<file path="src/cpu_clk_power_pkg.sv">
/*
  Shared constants for the processor clock divider and power/wake controller:
  register indices, field positions, write masks, reset values, mode codes and
  timing figures. Assumes a 50 MHz always-on clock feeds the controller.
*/
package cpu_clk_power_pkg;
  // ==========================================================================
  // Register map (printed offsets are register indices; byte address = 4x)
  localparam logic [15:0] SPEED_IDX = 16'hc008; // Processor clock divider
  localparam logic [15:0] POWER_IDX = 16'hc00a; // Power and wake control
  localparam int ADDR_W = 18; // Enough for four times the largest index
  localparam logic [ADDR_W-1:0] SPEED_ADDR = ADDR_W'({SPEED_IDX, 2'b00});
  localparam logic [ADDR_W-1:0] POWER_ADDR = ADDR_W'({POWER_IDX, 2'b00});
  // ==========================================================================
  // Field layout
  localparam logic [3:0] SPEED_RST = 4'hf; // Slowest processor clock
  localparam int SPEED_W = 4;
  localparam int BIT_USB_LO = 12; // Ports 1A,1B,2A,2B at bits 12..15
  localparam int BIT_OTG = 11;
  localparam int BIT_FSR = 9; // Fast serial receive wake
  localparam int BIT_SS = 8; // Slave select wake
  localparam int BIT_HPR = 7; // Parallel host port read wake
  localparam int BIT_GPI = 4; // General input wake
  localparam int BIT_BOOST = 2; // Booster rail fail status
  localparam int BIT_SLEEP = 1;
  localparam int BIT_HALT = 0;
  localparam logic [15:0] WAKE_MASK = 16'hfb90; // Stored wake enables
  localparam logic [15:0] POWER_RST = 16'h0000;
  // ==========================================================================
  // Timing
  localparam int CLK_PERIOD_NS = 20;
  localparam int WAKE_MAX_NS = 500000; // Resume bound, 0.5 ms
  localparam int WAKE_MAX_CYC = WAKE_MAX_NS / CLK_PERIOD_NS; // Rounded down
  localparam int WAKE_SETTLE_NS = 300000; // Default restart settle time
  localparam int WAKE_SETTLE_CYC = WAKE_SETTLE_NS / CLK_PERIOD_NS;
  localparam int WAKE_CNT_W = 15;
  // ==========================================================================
  // Operating modes
  typedef enum logic [1:0] {
    MODE_RUN = 2'b00, // Processor and peripherals running
    MODE_HALT = 2'b01, // Processor stopped, peripherals running
    MODE_SLEEP = 2'b10, // Internal clock stopped, supplies off
    MODE_WAKE = 2'b11 // Clock restarted, processor waiting to settle
  } mode_t;
endpackage

</file>
<file path="src/cpu_clk_power.sv">
/*
  Processor clock divider and power-down/wake controller with an APB register
  slave. Assumes CLOCK is an always-on oscillator that keeps running while the
  gated internal clock (PERIPH_CLK_EN) is stopped, and that all wake inputs
  are synchronous to CLOCK.
*/
`timescale 1ns/10ps
module cpu_clk_power import cpu_clk_power_pkg::*; #(
  parameter int WAKE_CYC = WAKE_SETTLE_CYC // Restart settle, cycles
) (
  input wire logic CLOCK, // 50 MHz always-on clock
  input wire logic RESET, // Asynchronous, active high
  input wire logic PSEL, // APB select
  input wire logic PENABLE, // APB access phase
  input wire logic PWRITE, // APB direction
  input wire logic [ADDR_W-1:0] PADDR, // APB byte address
  input wire logic [31:0] PWDATA, // APB write data
  output logic PREADY, // APB ready
  output logic [31:0] PRDATA, // APB read data
  output logic PSLVERR, // APB error on unmapped address
  input wire logic [3:0] USB_LINE, // Port lines 2B,2A,1B,1A
  input wire logic OTG_VBUS_VALID, // OTG bus voltage valid
  input wire logic OTG_ID, // OTG identification
  input wire logic FAST_SERIAL_PORT_RX, // Fast serial receive line
  input wire logic SERIAL_SLAVE_SELECT_LOW, // Slave select, active low
  input wire logic PARALLEL_HOST_PORT_READ, // Host port read strobe
  input wire logic [1:0] GENERAL_INPUT, // General inputs 25:24
  input wire logic BOOSTER_RAIL_OK, // Booster rails at or above 3.0V
  input wire logic IRQ_PENDING, // Any enabled interrupt raised
  output logic CPU_CLK_EN, // Processor clock enable pulse
  output logic PERIPH_CLK_EN, // Internal clock run, freezes counters
  output logic SUPPLY_ON, // Booster, charge pump, transceivers on
  output logic OTG_CHANGE_IRQ_LINE, // OTG change interrupt pulse
  output logic DROP_FAST_SERIAL_BYTE, // Discard byte that woke us
  output logic DROP_SPI_BYTE // Discard byte that woke us
);
  // ==========================================================================
  // State
  typedef struct packed {
    mode_t mode; // Operating mode
    logic [SPEED_W-1:0] spd; // Divider field
    logic [SPEED_W-1:0] div_cnt; // Divider phase
    logic [15:0] pwr; // Stored wake enables
    logic [WAKE_CNT_W-1:0] wake_cnt; // Settle counter
    logic [3:0] usb_q; // Previous port lines
    logic [1:0] otg_q; // Previous vbus valid and id
    logic fsr_q; // Previous serial receive
    logic ss_q; // Previous slave select
    logic [1:0] gpi_q; // Previous general inputs
    logic hist_ok; // Input history valid after first edge
    logic cpu_en; // Output registers follow
    logic periph_en;
    logic supply_on;
    logic otg_irq;
    logic drop_fsr;
    logic drop_ss;
    logic pready;
    logic pslverr;
    logic [15:0] prdata;
  } state_t;

  state_t st_r;
  state_t st_nxt;
  logic setup; // APB setup cycle
  logic access; // APB access edge
  logic wr_spd; // Divider write takes effect
  logic wr_pwr; // Power register write takes effect
  logic [3:0] usb_hit; // Enabled port transitions
  logic otg_chg; // OTG signal changed
  logic fsr_hit;
  logic ss_hit;
  logic gpi_hit;
  logic hpr_hit;
  logic wake_any; // Any enabled wake event

  // Address decode shared by read and write paths
  function automatic logic [1:0] reg_sel(input logic [ADDR_W-1:0] a);
    if (a == SPEED_ADDR) begin
      reg_sel = 2'h1;
    end else if (a == POWER_ADDR) begin
      reg_sel = 2'h2;
    end else begin
      reg_sel = 2'h0;
    end
  endfunction

  // ==========================================================================
  // Bus phases and wake event detection
  assign setup = PSEL && !PENABLE;
  assign access = PSEL && PENABLE && st_r.pready;
  assign wr_spd = access && PWRITE && (reg_sel(PADDR) == 2'h1);
  assign wr_pwr = access && PWRITE && (reg_sel(PADDR) == 2'h2);
  // Edge detection runs on the always-on clock, not the gated one
  assign usb_hit = st_r.pwr[BIT_USB_LO +: 4] & (USB_LINE ^ st_r.usb_q);
  // History is zero after reset; skip the first edge so a high pin is no change
  assign otg_chg = st_r.hist_ok && (|({OTG_VBUS_VALID, OTG_ID} ^ st_r.otg_q));
  assign fsr_hit = st_r.pwr[BIT_FSR] && (FAST_SERIAL_PORT_RX != st_r.fsr_q);
  assign ss_hit = st_r.pwr[BIT_SS] && st_r.ss_q && !SERIAL_SLAVE_SELECT_LOW;
  assign hpr_hit = st_r.pwr[BIT_HPR] && PARALLEL_HOST_PORT_READ;
  assign gpi_hit = st_r.pwr[BIT_GPI] && (|(GENERAL_INPUT ^ st_r.gpi_q));
  assign wake_any = (|usb_hit) || (st_r.pwr[BIT_OTG] && otg_chg) || fsr_hit
                    || ss_hit || hpr_hit || gpi_hit;

  // ==========================================================================
  // Next-state logic
  always_comb begin
    st_nxt = st_r;
    // Input history, sampled every cycle so a stale edge never wakes us
    st_nxt.usb_q = USB_LINE;
    st_nxt.otg_q = {OTG_VBUS_VALID, OTG_ID};
    st_nxt.fsr_q = FAST_SERIAL_PORT_RX;
    st_nxt.ss_q = SERIAL_SLAVE_SELECT_LOW;
    st_nxt.gpi_q = GENERAL_INPUT;
    st_nxt.hist_ok = 1'b1;
    // OTG change line pulses on every change; port wakes raise nothing
    st_nxt.otg_irq = otg_chg;
    st_nxt.drop_fsr = 1'b0;
    st_nxt.drop_ss = 1'b0;
    // APB: zero-wait answer, ready in the access phase
    st_nxt.pready = setup;
    st_nxt.pslverr = setup && (reg_sel(PADDR) == 2'h0);
    st_nxt.prdata = 16'h0000;
    if (setup) begin
      case (reg_sel(PADDR))
        2'h1: begin
          st_nxt.prdata = {{(16 - SPEED_W){1'b0}}, st_r.spd};
        end
        2'h2: begin
          st_nxt.prdata = st_r.pwr & WAKE_MASK;
          st_nxt.prdata[BIT_BOOST] = !BOOSTER_RAIL_OK; // Inverted health
          st_nxt.prdata[BIT_SLEEP] = (st_r.mode == MODE_SLEEP);
          st_nxt.prdata[BIT_HALT] = (st_r.mode == MODE_HALT);
        end
        default: begin
          st_nxt.prdata = 16'h0000;
        end
      endcase
    end
    // Only the divider field and the wake enables are stored; other bits are dropped
    if (wr_spd) begin
      st_nxt.spd = PWDATA[SPEED_W-1:0];
    end
    if (wr_pwr) begin
      st_nxt.pwr = PWDATA[15:0] & WAKE_MASK;
    end
    // Mode sequencing
    case (st_r.mode)
      MODE_RUN: begin
        // Writing zero to sleep or halt has no effect
        if (wr_pwr && PWDATA[BIT_SLEEP]) begin
          st_nxt.mode = MODE_SLEEP;
        end else if (wr_pwr && PWDATA[BIT_HALT]) begin
          st_nxt.mode = MODE_HALT;
        end
      end
      MODE_HALT: begin
        // Clocks keep running; only an interrupt brings the processor back
        if (IRQ_PENDING) begin
          st_nxt.mode = MODE_RUN;
        end
      end
      MODE_SLEEP: begin
        if (wake_any) begin
          st_nxt.mode = MODE_WAKE;
          st_nxt.wake_cnt = '0;
          // The byte in flight is lost while the processor restarts
          st_nxt.drop_fsr = fsr_hit;
          st_nxt.drop_ss = ss_hit;
        end
      end
      MODE_WAKE: begin
        // Settle time stands in for supply and oscillator restart
        if (st_r.wake_cnt >= WAKE_CNT_W'(WAKE_CYC - 1)) begin
          st_nxt.mode = MODE_RUN;
        end else begin
          st_nxt.wake_cnt = st_r.wake_cnt + 1'b1;
        end
      end
      default: begin
        st_nxt.mode = MODE_RUN;
      end
    endcase
    // Processor divider: one enable per spd+1 system clocks
    // Judged on the next mode so no enable leaks into a sleep or halt cycle
    st_nxt.cpu_en = 1'b0;
    if (st_nxt.mode == MODE_RUN) begin
      if (st_r.div_cnt >= st_r.spd) begin
        st_nxt.div_cnt = '0;
        st_nxt.cpu_en = 1'b1;
      end else begin
        st_nxt.div_cnt = st_r.div_cnt + 4'h1;
      end
    end else begin
      st_nxt.div_cnt = '0; // Restart phase cleanly after halt or sleep
    end
    // Gated clock and supplies; divisor never touches peripherals
    st_nxt.periph_en = (st_nxt.mode != MODE_SLEEP);
    st_nxt.supply_on = (st_nxt.mode != MODE_SLEEP);
  end

  // ==========================================================================
  // State register
  always_ff @(posedge CLOCK or posedge RESET) begin
    if (RESET) begin
      st_r <= '{mode: MODE_RUN, spd: SPEED_RST, pwr: POWER_RST,
                periph_en: 1'b1, supply_on: 1'b1, default: '0};
    end else begin
      st_r <= st_nxt;
    end
  end

  // Outputs straight from the state register
  assign PREADY = st_r.pready;
  assign PRDATA = {16'h0000, st_r.prdata};
  assign PSLVERR = st_r.pslverr;
  assign CPU_CLK_EN = st_r.cpu_en;
  assign PERIPH_CLK_EN = st_r.periph_en;
  assign SUPPLY_ON = st_r.supply_on;
  assign OTG_CHANGE_IRQ_LINE = st_r.otg_irq;
  assign DROP_FAST_SERIAL_BYTE = st_r.drop_fsr;
  assign DROP_SPI_BYTE = st_r.drop_ss;

  // ==========================================================================
  // Assertions
  localparam int WAKE_LIM = WAKE_MAX_CYC;

  property p_div_due;
    @(posedge CLOCK) disable iff (RESET)
    (st_r.mode == MODE_RUN && st_r.div_cnt >= st_r.spd
     && !(wr_pwr && (PWDATA[BIT_SLEEP] || PWDATA[BIT_HALT]))) |=> CPU_CLK_EN;
  endproperty
  a_div_due: assert property (p_div_due) else $error("divider enable missed");

  property p_div_gap;
    @(posedge CLOCK) disable iff (RESET)
    (CPU_CLK_EN && st_r.spd == 4'h1 && st_r.mode == MODE_RUN) |=> !CPU_CLK_EN;
  endproperty
  a_div_gap: assert property (p_div_gap) else $error("divider too fast");

  property p_periph_full;
    @(posedge CLOCK) disable iff (RESET)
    ((st_r.mode == MODE_RUN && !(wr_pwr && PWDATA[BIT_SLEEP])) || st_r.mode == MODE_HALT)
    |=> PERIPH_CLK_EN;
  endproperty
  a_periph_full: assert property (p_periph_full) else $error("peripheral clock gated");

  property p_sleep_enter;
    @(posedge CLOCK) disable iff (RESET)
    (st_r.mode == MODE_RUN && wr_pwr && PWDATA[BIT_SLEEP]) |=> st_r.mode == MODE_SLEEP;
  endproperty
  a_sleep_enter: assert property (p_sleep_enter) else $error("sleep not entered");

  property p_sleep_off;
    @(posedge CLOCK) disable iff (RESET)
    (st_r.mode == MODE_SLEEP) |-> (!PERIPH_CLK_EN && !SUPPLY_ON && !CPU_CLK_EN);
  endproperty
  a_sleep_off: assert property (p_sleep_off) else $error("clock or supply on in sleep");

  property p_usb_wake;
    @(posedge CLOCK) disable iff (RESET)
    (st_r.mode == MODE_SLEEP && |usb_hit) |=> st_r.mode == MODE_WAKE;
  endproperty
  a_usb_wake: assert property (p_usb_wake) else $error("port wake missed");

  property p_ss_drop;
    @(posedge CLOCK) disable iff (RESET)
    (st_r.mode == MODE_SLEEP && ss_hit) |=> DROP_SPI_BYTE ##1 !DROP_SPI_BYTE;
  endproperty
  a_ss_drop: assert property (p_ss_drop) else $error("slave select byte not dropped");

  property p_fsr_drop;
    @(posedge CLOCK) disable iff (RESET)
    (st_r.mode == MODE_SLEEP && fsr_hit) |=> DROP_FAST_SERIAL_BYTE;
  endproperty
  a_fsr_drop: assert property (p_fsr_drop) else $error("serial byte not dropped");

  property p_otg_line;
    @(posedge CLOCK) disable iff (RESET)
    ($changed(OTG_ID) && !$past(RESET)) |=> OTG_CHANGE_IRQ_LINE;
  endproperty
  a_otg_line: assert property (p_otg_line) else $error("otg line not raised");

  property p_boost_read;
    @(posedge CLOCK) disable iff (RESET)
    (setup && reg_sel(PADDR) == 2'h2) |=> PRDATA[BIT_BOOST] == !$past(BOOSTER_RAIL_OK);
  endproperty
  a_boost_read: assert property (p_boost_read) else $error("booster status wrong");

  property p_wake_bound;
    @(posedge CLOCK) disable iff (RESET)
    (st_r.mode == MODE_WAKE) |-> st_r.wake_cnt < WAKE_LIM;
  endproperty
  a_wake_bound: assert property (p_wake_bound) else $error("resume too slow");

  property p_halt_exit;
    @(posedge CLOCK) disable iff (RESET)
    (st_r.mode == MODE_HALT && IRQ_PENDING) |=> st_r.mode == MODE_RUN ##1 PERIPH_CLK_EN;
  endproperty
  a_halt_exit: assert property (p_halt_exit) else $error("halt not left");

  c_sleep_wake: cover property (@(posedge CLOCK) disable iff (RESET)
    st_r.mode == MODE_SLEEP ##1 st_r.mode == MODE_WAKE);
  c_wake_run: cover property (@(posedge CLOCK) disable iff (RESET)
    st_r.mode == MODE_WAKE ##1 st_r.mode == MODE_RUN);
  c_halt_run: cover property (@(posedge CLOCK) disable iff (RESET)
    st_r.mode == MODE_HALT ##1 st_r.mode == MODE_RUN);
endmodule

</file>
<file path="config.mk">
export PLATFORM = sky130hd
export DESIGN_NAME = cpu_clk_power
export DESIGN_NICKNAME = d
export VERILOG_FILES = /design/src/cpu_clk_power_pkg.sv /design/src/cpu_clk_power.sv
export SDC_FILE = /design/constraint.sdc
export NUM_CORES = 1
export LEC_CHECK = 0
export ABC_CLOCK_PERIOD_IN_PS = 3800
export BUFFER_PORTS_ARGS = -buffer_cell sky130_fd_sc_hd__buf_4
export CAP_MARGIN = 40
export CORE_ASPECT_RATIO = 1.4
export CORE_UTILIZATION = 50
export CTS_CLUSTER_SIZE = 20
export DETAILED_ROUTE_END_ITERATION = 10
export GPL_TIMING_DRIVEN = 0
export PLACE_DENSITY = 0.79
export RECOVER_POWER = 50
export SYNTH_ARGS = -nofsm -noshare
export SYNTH_HDL_FRONTEND = slang
export SYNTH_SLANG_ARGS = --single-unit
export TNS_END_PERCENT = 30
</file>
<file path="constraint.sdc">
create_clock -name CLOCK -period 3.8 [get_ports CLOCK]
set_input_delay 0.76 -clock CLOCK [delete_from_list [all_inputs] [get_ports CLOCK]]
set_output_delay 0.76 -clock CLOCK [all_outputs]
set_load 0.01 [all_outputs]
</file>
### After elaboration in Yosys (flattened, before gate mapping)

Cells that the tools add are included.
W data, S select, Z words.

* $add $sub $neg: 2
* equality and inequality tests: 13
* multiplexer cells: 20
* magnitude comparators: 2
* bitwise logic cells: 4
* reductions and logical operators: 32

Operator list (number)
* $eq A18 B18 Y1 const B: 2
* $pmux W16 S2: 1
* $mux W15: 2
* $pmux W15 S2: 1
* $mux W2: 10
* $logic_and A1 B1 Y1: 16
* $mux W16: 1
* $add A15 B1 Y15 const B: 1
* $ge A15 B14 Y1 const B: 1
* $eq A2 B2 Y1 const B: 4
* $mux W4: 2
* $pmux W2 S4: 1
* $eq A2 B1 Y1 const B: 3
* $logic_not A2 Y1: 3
* $ne A2 B2 Y1 const B: 3
* $logic_or A1 B1 Y1: 5
* $add A4 B1 Y4 const B: 1
* $and A4 B4 Y4: 1
* $ge A4 B4 Y1: 1
* $reduce_or A2 Y1: 2
* $reduce_or A4 Y1: 1
* $xor A2 B2 Y2: 2
* $xor A4 B4 Y4: 1
* $logic_not A1 Y1: 3
* 4 further kinds: 5

* logic and storage cells: 92
* input port bits: 68
* register bits after elaboration: 68
* output and inout bits: 40

### Longest topological paths before layout

Gate-level depths: netlist of the first run.

* depth in word-level cells: 13
* mapped depth: 7
* depth with buffers taken out: 7

### Least setup slack after synthesis of the first run

OpenSTA, ideal clock, no wires.

* path type: input port to flip-flop
* from: input PADDR[13]
* to: register st_r[72] (netlist name)
* path buffers: 1
* arrival time: 2.033 ns
* required time: 3.718 ns
* path slack: 1.685 ns
* setup time: 0.082 ns
* stages on the path: 5
* cell sequence: nor4_1 -> nand3_1 -> or4_1 -> buf_2 -> mux2_4

* longest elaborated chain between the ends: 5
* elaborated cells on any way between the ends: 6
* classes of those cells: 3 x eq/ne; 2 x mux; 1 x reduce/logical

Ends and longest elaborated chain
* start, declared: line cpu_clk_power.sv:16 `input wire logic [ADDR_W-1:0] PADDR,`
* $eq A18 B18 Y1: line cpu_clk_power.sv:80 `end else if (a == POWER_ADDR) begin`
* $mux W2: line cpu_clk_power.sv:80
* $mux W2 (*): line cpu_clk_power.sv:78 `if (a == SPEED_ADDR) begin`
* $eq A2 B1 Y1 (*): line cpu_clk_power.sv:91 `assign wr_spd = access && PWRITE && (reg_sel(PADDR) == 2'h1);`
* $logic_and A1 B1 Y1 (*): line cpu_clk_power.sv:91
* end signal, assigned: line cpu_clk_power.sv:205 `st_r <= '{mode: MODE_RUN, spd: SPEED_RST, pwr: POWER_RST,`
* end signal, assigned: line cpu_clk_power.sv:208 `st_r <= st_nxt;`
* end, declared: line cpu_clk_power.sv:62 `state_t st_r;`

Mark *: on every way between the ends. The rest lies on a longest branch, timed or not.
A chain may end at the register's enable or synchronous reset.

==> metrics.md, run 1 <==
| Metric | Value |
|---|---|
| Core area | `~6200 um2` |
| VDD IR max | `around 270 uV` |
| Dpl hpwl | `between 4000 and 5000 um` |
| Status | `finished, final reports clean` |
| Yosys cell types | `55` |
| Worst EP required | `4080 ps` |
| Routability congestion estimate | `about 0.83` |
| Clk_lat worst skew | `350 ps` |
| Standby leakage power | `a little over 0.002 uW` |
| Area Overhead vs Synth | `27.58%` |
| Post-synth top area share | `0.4662` |
| Number of flops mapped to enable cells by yosys | `0` |
| Worst path max stage delay | `between 400 and 500 ps` |
| Hold path depth | `2` |
| Clock Tree Root | `clkbuf_8` |
| Ports | `~110` |
| Placed Cells | `~460` |
| Hold EP | `st_r[71]` |
| GRT Util Overall | `0.1949` |
| Critical-path cell list | `buf_4, nor4_1, and3_1, nand3_1, nor2_1, and2_1` |
| DIE HEIGHT | `96.96 um` |
| Hold WC Path Type | `reg2reg` |
| Pin count of the biggest net entering global routing | `42` |
| CP bufs+invs | `1` |
| Non-Filler Cell Area, Final | `roughly 4100 um2` |
| Number of fill cells | `a little under 500` |
| Clk sink count | `65` |
| DP Area | `slightly below 4000 um2` |
| PD cells | `357.9 nW/um2` |
| H-tree lvl count | `3` |
| Synth warnings | `0` |
| Post-CTS Resized | `0` |
| CP Capture Type | `flip-flop` |
| First-pass iteration count of the detailed router | `4` |
| Async S/R FF share, synth | `1.000` |
| Via Count | `~2,400` |
| Clock slew at reported path FFs | `roughly 80 ps` |
| Flop and latch count out of synthesis | `65` |
| Pre-CTS setup slack | `1280 ps` |
| R2r setup slk | `roughly 1800 ps` |
| Max Cap Viol | `0` |
| R2R depth | `7` |
| Post-route setup slack | `around 1700 ps` |
| Seq/Total Area, Yosys | `0.5070` |
| Setup tns final | `0 ps` |
| Most frequent cell after synthesis | `dfrtp_1` |
| DRT antenna net count | `0` |
| Initial Util | `0.5185` |
| Antenna cells | `0` |
| Average cell area after synthesis | `approximately 11 um2` |
| FP Rows | `34` |
| Die Wd | `69.83 um` |
| Tightest Pin Transition | `approximately 960 ps` |
| Crit path from | `PADDR[13]` |
| RSZ-0062 raised after global routing | `false` |
| CTS tree | `built` |
| Type of origin of the critical path | `input port` |
| Final min period | `about 2100 ps` |
| CTS buffer count | `9` |
| Synthesized area | `about 3200 um2` |
| Non-Filler Instances | `472` |
| Clock Path Buffers | `2` |
| Power Total | `1471 uW` |
| Total Wirelength | `between 6000 and 7000 um` |
| Cell family with most CP delay | `simple AND/OR/NAND/NOR gates` |
| Vias in the first global route | `approximately 2,400` |
| Fin Clk Skew | `approximately 8.9 ps` |
| Hold_buf cts | `0` |
| CP Class | `in2reg` |
| Global-route wire length before repair | `10,290 um` |
| Drt wl/cell | `12.96 um` |
| Tcrit/Tclk final | `0.5617` |
| Worst reg2reg endpoint | `st_r[69]` |
| Primary FF master, synth | `dfrtp_1` |
| Share of layout cells above drive strength 1 | `0.3275` |
| Post-synth top area cell | `dfrtp_1` |
| Worst endpoint data arrival time | `~2400 ps` |
| Critical Path Fanout Max | `9` |
| Final nets | `between 400 and 500` |
| Headroom to the max-slew limit | `0.3599` |
| Cells after synthesis | `around 300` |
| Initial antenna violation count | `0` |
| Number of post-CTS setup repair buffers | `0` |
| DRC viols | `0` |
| Ranking of synthesized cells by area | `dfrtp_1, buf_4, xor2_1, dfstp_2, mux2_1` |
| Die Outline Area | `6771 um2` |
| Routed vias/inst | `about 5.0` |
| Port bufs | `just under 70` |
| Highest clock rate | `468.5 MHz` |
| Iter 0 DRT Violations | `94` |
| Overflow after GRT | `0` |
| Final setup vio count | `0` |
| Beginning of the worst hold path | `st_r[71]` |
| Pins Over Slew Limit | `0` |
| Crit path max-delay cell type | `nor2_1` |
| Final Hold Viols | `0` |
| Post-synth top cells | `dfrtp_1, buf_4, nor2_1` |
| RR Startpoint | `st_r[35]` |
[cells by family after synthesis]
logic type | synth area share
multiplexers | 0.04701
AO/OA/AOI/OAI | 0.1002
adder cells (fa/ha/maj) | 0.02331
other | 0.002332
flip-flops | 0.5070
buffers and inverters | 0.1033
AND/OR/NAND/NOR | 0.1570
XOR/XNOR | 0.05983
[sequential cells by signal, summed over array words and instances, names as in the netlist]
register and count:
PSLVERR 1, DROP_SPI_BYTE 1, CPU_CLK_EN 1, OTG_CHANGE_IRQ_LINE 1, PRDATA 13, st_r 45, DROP_FAST_SERIAL_BYTE 1, SUPPLY_ON 1
PREADY 1
[cells in the final DEF (no fill, tap or decap), types with 6 or more instances in the layout]
cell type	instances
ha_1	6
nand2_1	12
inv_1	13
nor3_1	8
nor2_1	26
conb_1	20
mux2_1	9
buf_4	89
dfrtp_1	60
clkbuf_8	9
clkbuf_1	10
o21ai_0	9
and2_1	13
xor2_1	17
[stage by stage]
stage               hold WS (ps)  utilization
floorplan                  450.3            -
global route               516.4       0.6616
global placement           465.7       0.6261
detailed placement         477.5       0.6293
finish                     485.5       0.6616
CTS                        469.0       0.6658
[worst min-delay path, delay by kind of cell, from the launching register on]
| kind | cells | cell delay [ps] |
|---|---|---|
| AOI/OAI and AO/OA | 1 | 50 |
| DFF | 1 | 380 |
| and+or+nand+nor | 1 | 50 |
[power breakdown]
part           leakage [uW]  switching [uW]  internal, uW  total [uW]
registers          0.000788            5.71           702         707
clock network      0.000110             283           375         658
logic               0.00114            49.1          56.2         105
total               0.00204             337          1130        1470
[area by class of cell]
class | instances | area [um2] | share of cell area
Tap cell | 72 | 90.09 | 0.02192
Buffer | 41 | 284.0 | 0.06912
Clock inverter | 7 | 102.6 | 0.02497
Inverter | 13 | 48.80 | 0.01188
Sequential cell | 65 | 1633 | 0.3974
Clock buffer | 9 | 123.9 | 0.03015
Timing Repair Buffer | 69 | 504.2 | 0.1227
Multi-Input combinational cell | 196 | 1323 | 0.3219
[how the worst max path moves through the flow]
stage,to,slack (ps),cells past startpoint
detailed placement,PRDATA[12],1280,6
global placement,st_r[41],700,2
global route,PRDATA[12],1500,6
floorplan,CPU_CLK_EN,1420,1
finish,PRDATA[12],1670,6
CTS,PRDATA[12],1640,6
[layer usage]
layer | global-route usage | up-vias | wire (um)
met4 | 0.09846 | 0 | 153
li1 | - | 1168 | -
met3 | 0.06354 | 18 | 390
met1 | 0.1962 | 1105 | 2282
met5 | 0 | - | 0
met2 | 0.3513 | 71 | 3292
No activity file was read; power rests on OpenSTA's default activity.
==> run 2, diff against run 1 <==
--- a/config.mk
+++ b/config.mk
@@ -5,15 +5,15 @@
 export SDC_FILE = /design/constraint.sdc
 export NUM_CORES = 1
 export LEC_CHECK = 0
-export ABC_CLOCK_PERIOD_IN_PS = 3800
+export ABC_CLOCK_PERIOD_IN_PS = 1900
 export BUFFER_PORTS_ARGS = -buffer_cell sky130_fd_sc_hd__buf_4
 export CAP_MARGIN = 40
 export CORE_ASPECT_RATIO = 1.4
-export CORE_UTILIZATION = 50
+export CORE_UTILIZATION = 46
 export CTS_CLUSTER_SIZE = 20
 export DETAILED_ROUTE_END_ITERATION = 10
 export GPL_TIMING_DRIVEN = 0
-export PLACE_DENSITY = 0.79
+export PLACE_DENSITY = 0.77
 export RECOVER_POWER = 50
 export SYNTH_ARGS = -nofsm -noshare
 export SYNTH_HDL_FRONTEND = slang
==> constraint.sdc (replaced) <==
create_clock -name CLOCK -period 1.9 [get_ports CLOCK]
set_input_delay 0.38 -clock CLOCK [delete_from_list [all_inputs] [get_ports CLOCK]]
set_output_delay 0.38 -clock CLOCK [all_outputs]
set_load 0.01 [all_outputs]
==> run 2 against run 1 <==
The run now ends with capacitance limit, slew limit left. First-iteration DRC count is 4.3% lower. Sequential cell count stayed put. Critical endpoint is now st_r[42]. Clock skew is 3.8 ps higher.
==> metrics.md, run 2 (synthesis results as in run 1) <==
| Metric | Value |
|---|---|
| Highest clock rate | `between 500 and 600 MHz` |
| Power Total | `3055 uW (+110%)` |
| CP Class | `reg2reg` |
| Global-route wire length before repair | `10,430 um (+1.4%)` |
| Dpl hpwl | `4855 um (+2.9%)` |
| Hold WC Path Type | `in2reg` |
| Final Hold Viols | `0 (unchanged)` |
| Cell family with most CP delay | `compound AO/OA/AOI/OAI gates` |
| Port bufs | `68 (unchanged)` |
| Area Overhead vs Synth | `30.19%` |
| Commonest non-fill, non-tap cells in the layout | `buf_4, dfrtp_1, nor2_1, conb_1, xor2_1` |
| Share of layout cells above drive strength 1 | `0.3532 (+0.02573)` |
| Die Outline Area | `7345 um2 (+8.5%)` |
| Commonest non-fill, non-tap cell in the layout | `buf_4` |
| Failing checks | `capacitance limit, slew limit` |
| Clock Tree Root | `clkbuf_8` |
| Crit path from | `st_r[35]` |
| Drt wl/cell | `13.12 um (+1.2%)` |
| DRC viols | `0 (unchanged)` |
| GRT Util Overall | `0.1910 (-0.003919)` |
| Antenna cells | `0 (unchanged)` |
| Vias in the first global route | `2,353 (-1.6%)` |
| Clk sink count | `65 (unchanged)` |
| Core area | `6656 um2 (+7.2%)` |
| Ports | `108 (unchanged)` |
| Worst reg2reg endpoint | `st_r[42]` |
| R2r setup slk | `50 ps (-1740 ps)` |
| CP bufs+invs | `0 (-1)` |
| DIE HEIGHT | `101.0 um (+4.2%)` |
| Type of origin of the critical path | `flip-flop` |
| FP Rows | `35 (+2.9%)` |
| Post-route setup slack | `50.08 ps (-1615 ps)` |
| Worst EP required | `2180 ps (-1900 ps)` |
| Max Cap Viol | `1 (+1)` |
| Initial antenna violation count | `0 (unchanged)` |
| CP endpoint | `st_r[42]` |
| CP Capture Type | `flip-flop` |
| Initial Util | `0.4838 (-0.03470)` |
| CTS tree | `built` |
| Clock slew at reported path FFs | `80 ps (about the same)` |
| Setup tns final | `0 ps (unchanged)` |
| Clk_lat worst skew | `350 ps (about the same)` |
| PD cells | `728.6 nW/um2 (+100%)` |
| Final setup vio count | `0 (unchanged)` |
| Max FFs per register | `45 (unchanged)` |
| VDD IR max | `684.1 uV (+160%)` |
| Crit path max-delay cell type | `or4_4` |
| Pins Over Slew Limit | `39 (+39)` |
| RR Startpoint | `st_r[35]` |
| Clock Path Buffers | `2 (unchanged)` |
| H-tree lvl count | `3 (unchanged)` |
| Fin Clk Skew | `12.68 ps (+3.795 ps)` |
| Iter 0 DRT Violations | `90 (-4.3%)` |
| Critical Path Fanout Max | `6 (-3)` |
| Number of fill cells | `585 (+18%)` |
| Pin count of the biggest net entering global routing | `39 (-7.1%)` |
| Critical-path cell list | `ha_4, a211oi_2, o21a_2, o21ai_2, or4_4, a21oi_2` |
| Worst endpoint data arrival time | `2130 ps (-290 ps)` |
| Final nets | `471 (+0.43%)` |
| Die Wd | `72.72 um (+4.1%)` |
| Final min period | `around 1800 ps` |
| CTS buffer count | `9 (unchanged)` |
| Standby leakage power | `0.002056 uW (+0.87%)` |
| First-pass iteration count of the detailed router | `4 (unchanged)` |
| Headroom to the max-slew limit | `-0.04583 (-0.4058)` |
| Tightest Pin Transition | `1560 ps (+601.1 ps)` |
| Most flop-heavy register | `st_r` |
| Total Wirelength | `6483 um (+5.9%)` |
| DRT antenna net count | `0 (unchanged)` |
| Pre-CTS setup slack | `-230.3 ps (-1510 ps)` |
| Via Count | `2,395 (+1.4%)` |
| Overflow after GRT | `0 (unchanged)` |
| Hold_buf cts | `0 (unchanged)` |
| R2R depth | `6 (-1)` |
| WP depth | `6 (unchanged)` |
| Worst path max stage delay | `500 ps (+40 ps)` |
| Routability congestion estimate | `0.8353 (+0.25%)` |
| Tcrit/Tclk final | `0.9736` |
| Status | `complete, but fails checks` |
| Routed vias/inst | `4.848 (-3.1%)` |
## run 2: cell types whose count changed in the layout (fill, tap and decap cells not counted), sizes merged
| cell | before | now |
|---|---|---|
| clkbuf | 24 | 26 |
| bufinv | 2 | 3 |
| clkinv | 2 | 3 |
| inv | 15 | 13 |
## run 2: worst min-delay path by stage
stage,depth (start not counted),slack (ps),endpoint,from
6_report,1,160,st_r[29],OTG_ID
5_1_grt,1,160,st_r[34],USB_LINE[3]
4_1_cts,1,130,st_r[29],OTG_ID
3_5_place_dp,2,480,st_r[71],st_r[71]
3_3_place_gp,2,470,st_r[70],st_r[70]
2_1_floorplan,0,410,st_r[25],GENERAL_INPUT[0]
## run 2: final cells by class
cell class / count / area, um2 / area share
buffer: 41 / 294.0 / 0.07013
clock buffer: 9 / 123.9 / 0.02954
clock inverter: 7 / 117.6 / 0.02805
inverter: 13 / 50.05 / 0.01194
multi-input combinational: 196 / 1353 / 0.3226
sequential: 65 / 1637 / 0.3903
tap: 92 / 115.1 / 0.02745
timing repair buffer: 71 / 503.0 / 0.1200
## run 2: worst register-to-register path, stage by stage, from the launching register on
cell and delay [ps]:
dfrtp_2 470, ha_4 200, a211oi_2 200, o21a_2 170, o21ai_2 100, or4_4 500, a21oi_2 140
## run 2: per-layer routing
metal	share of wire	GRT usage
met4	0.025	0.08597
met1	0.38	0.1970
met3	0.064	0.06800
met2	0.53	0.3415
met5	0	0
## run 2: per-stage QoR
stage	cells	hold slack [ps]	utilization	cell area (um2)
CTS	492	134.8	0.6293	4189
global placement	475	466.6	0.5885	3918
global route	494	159.8	0.6299	4193
finish	494	159.7	0.6299	4193
floorplan	315	411.4	-	3292
detailed placement	476	475.9	0.5915	3938
## run 2: repair_timing
item | CTS | global route
setup buffers | 0 | 2
setup endpoints to repair | 17 | 18
gates resized for setup | 4 | 11
pin swaps | 1 | 5
## run 2: power breakdown
part	switching, uW	internal (uW)
sequential	12.3	1400
clock	555	873
combinational	99.9	110
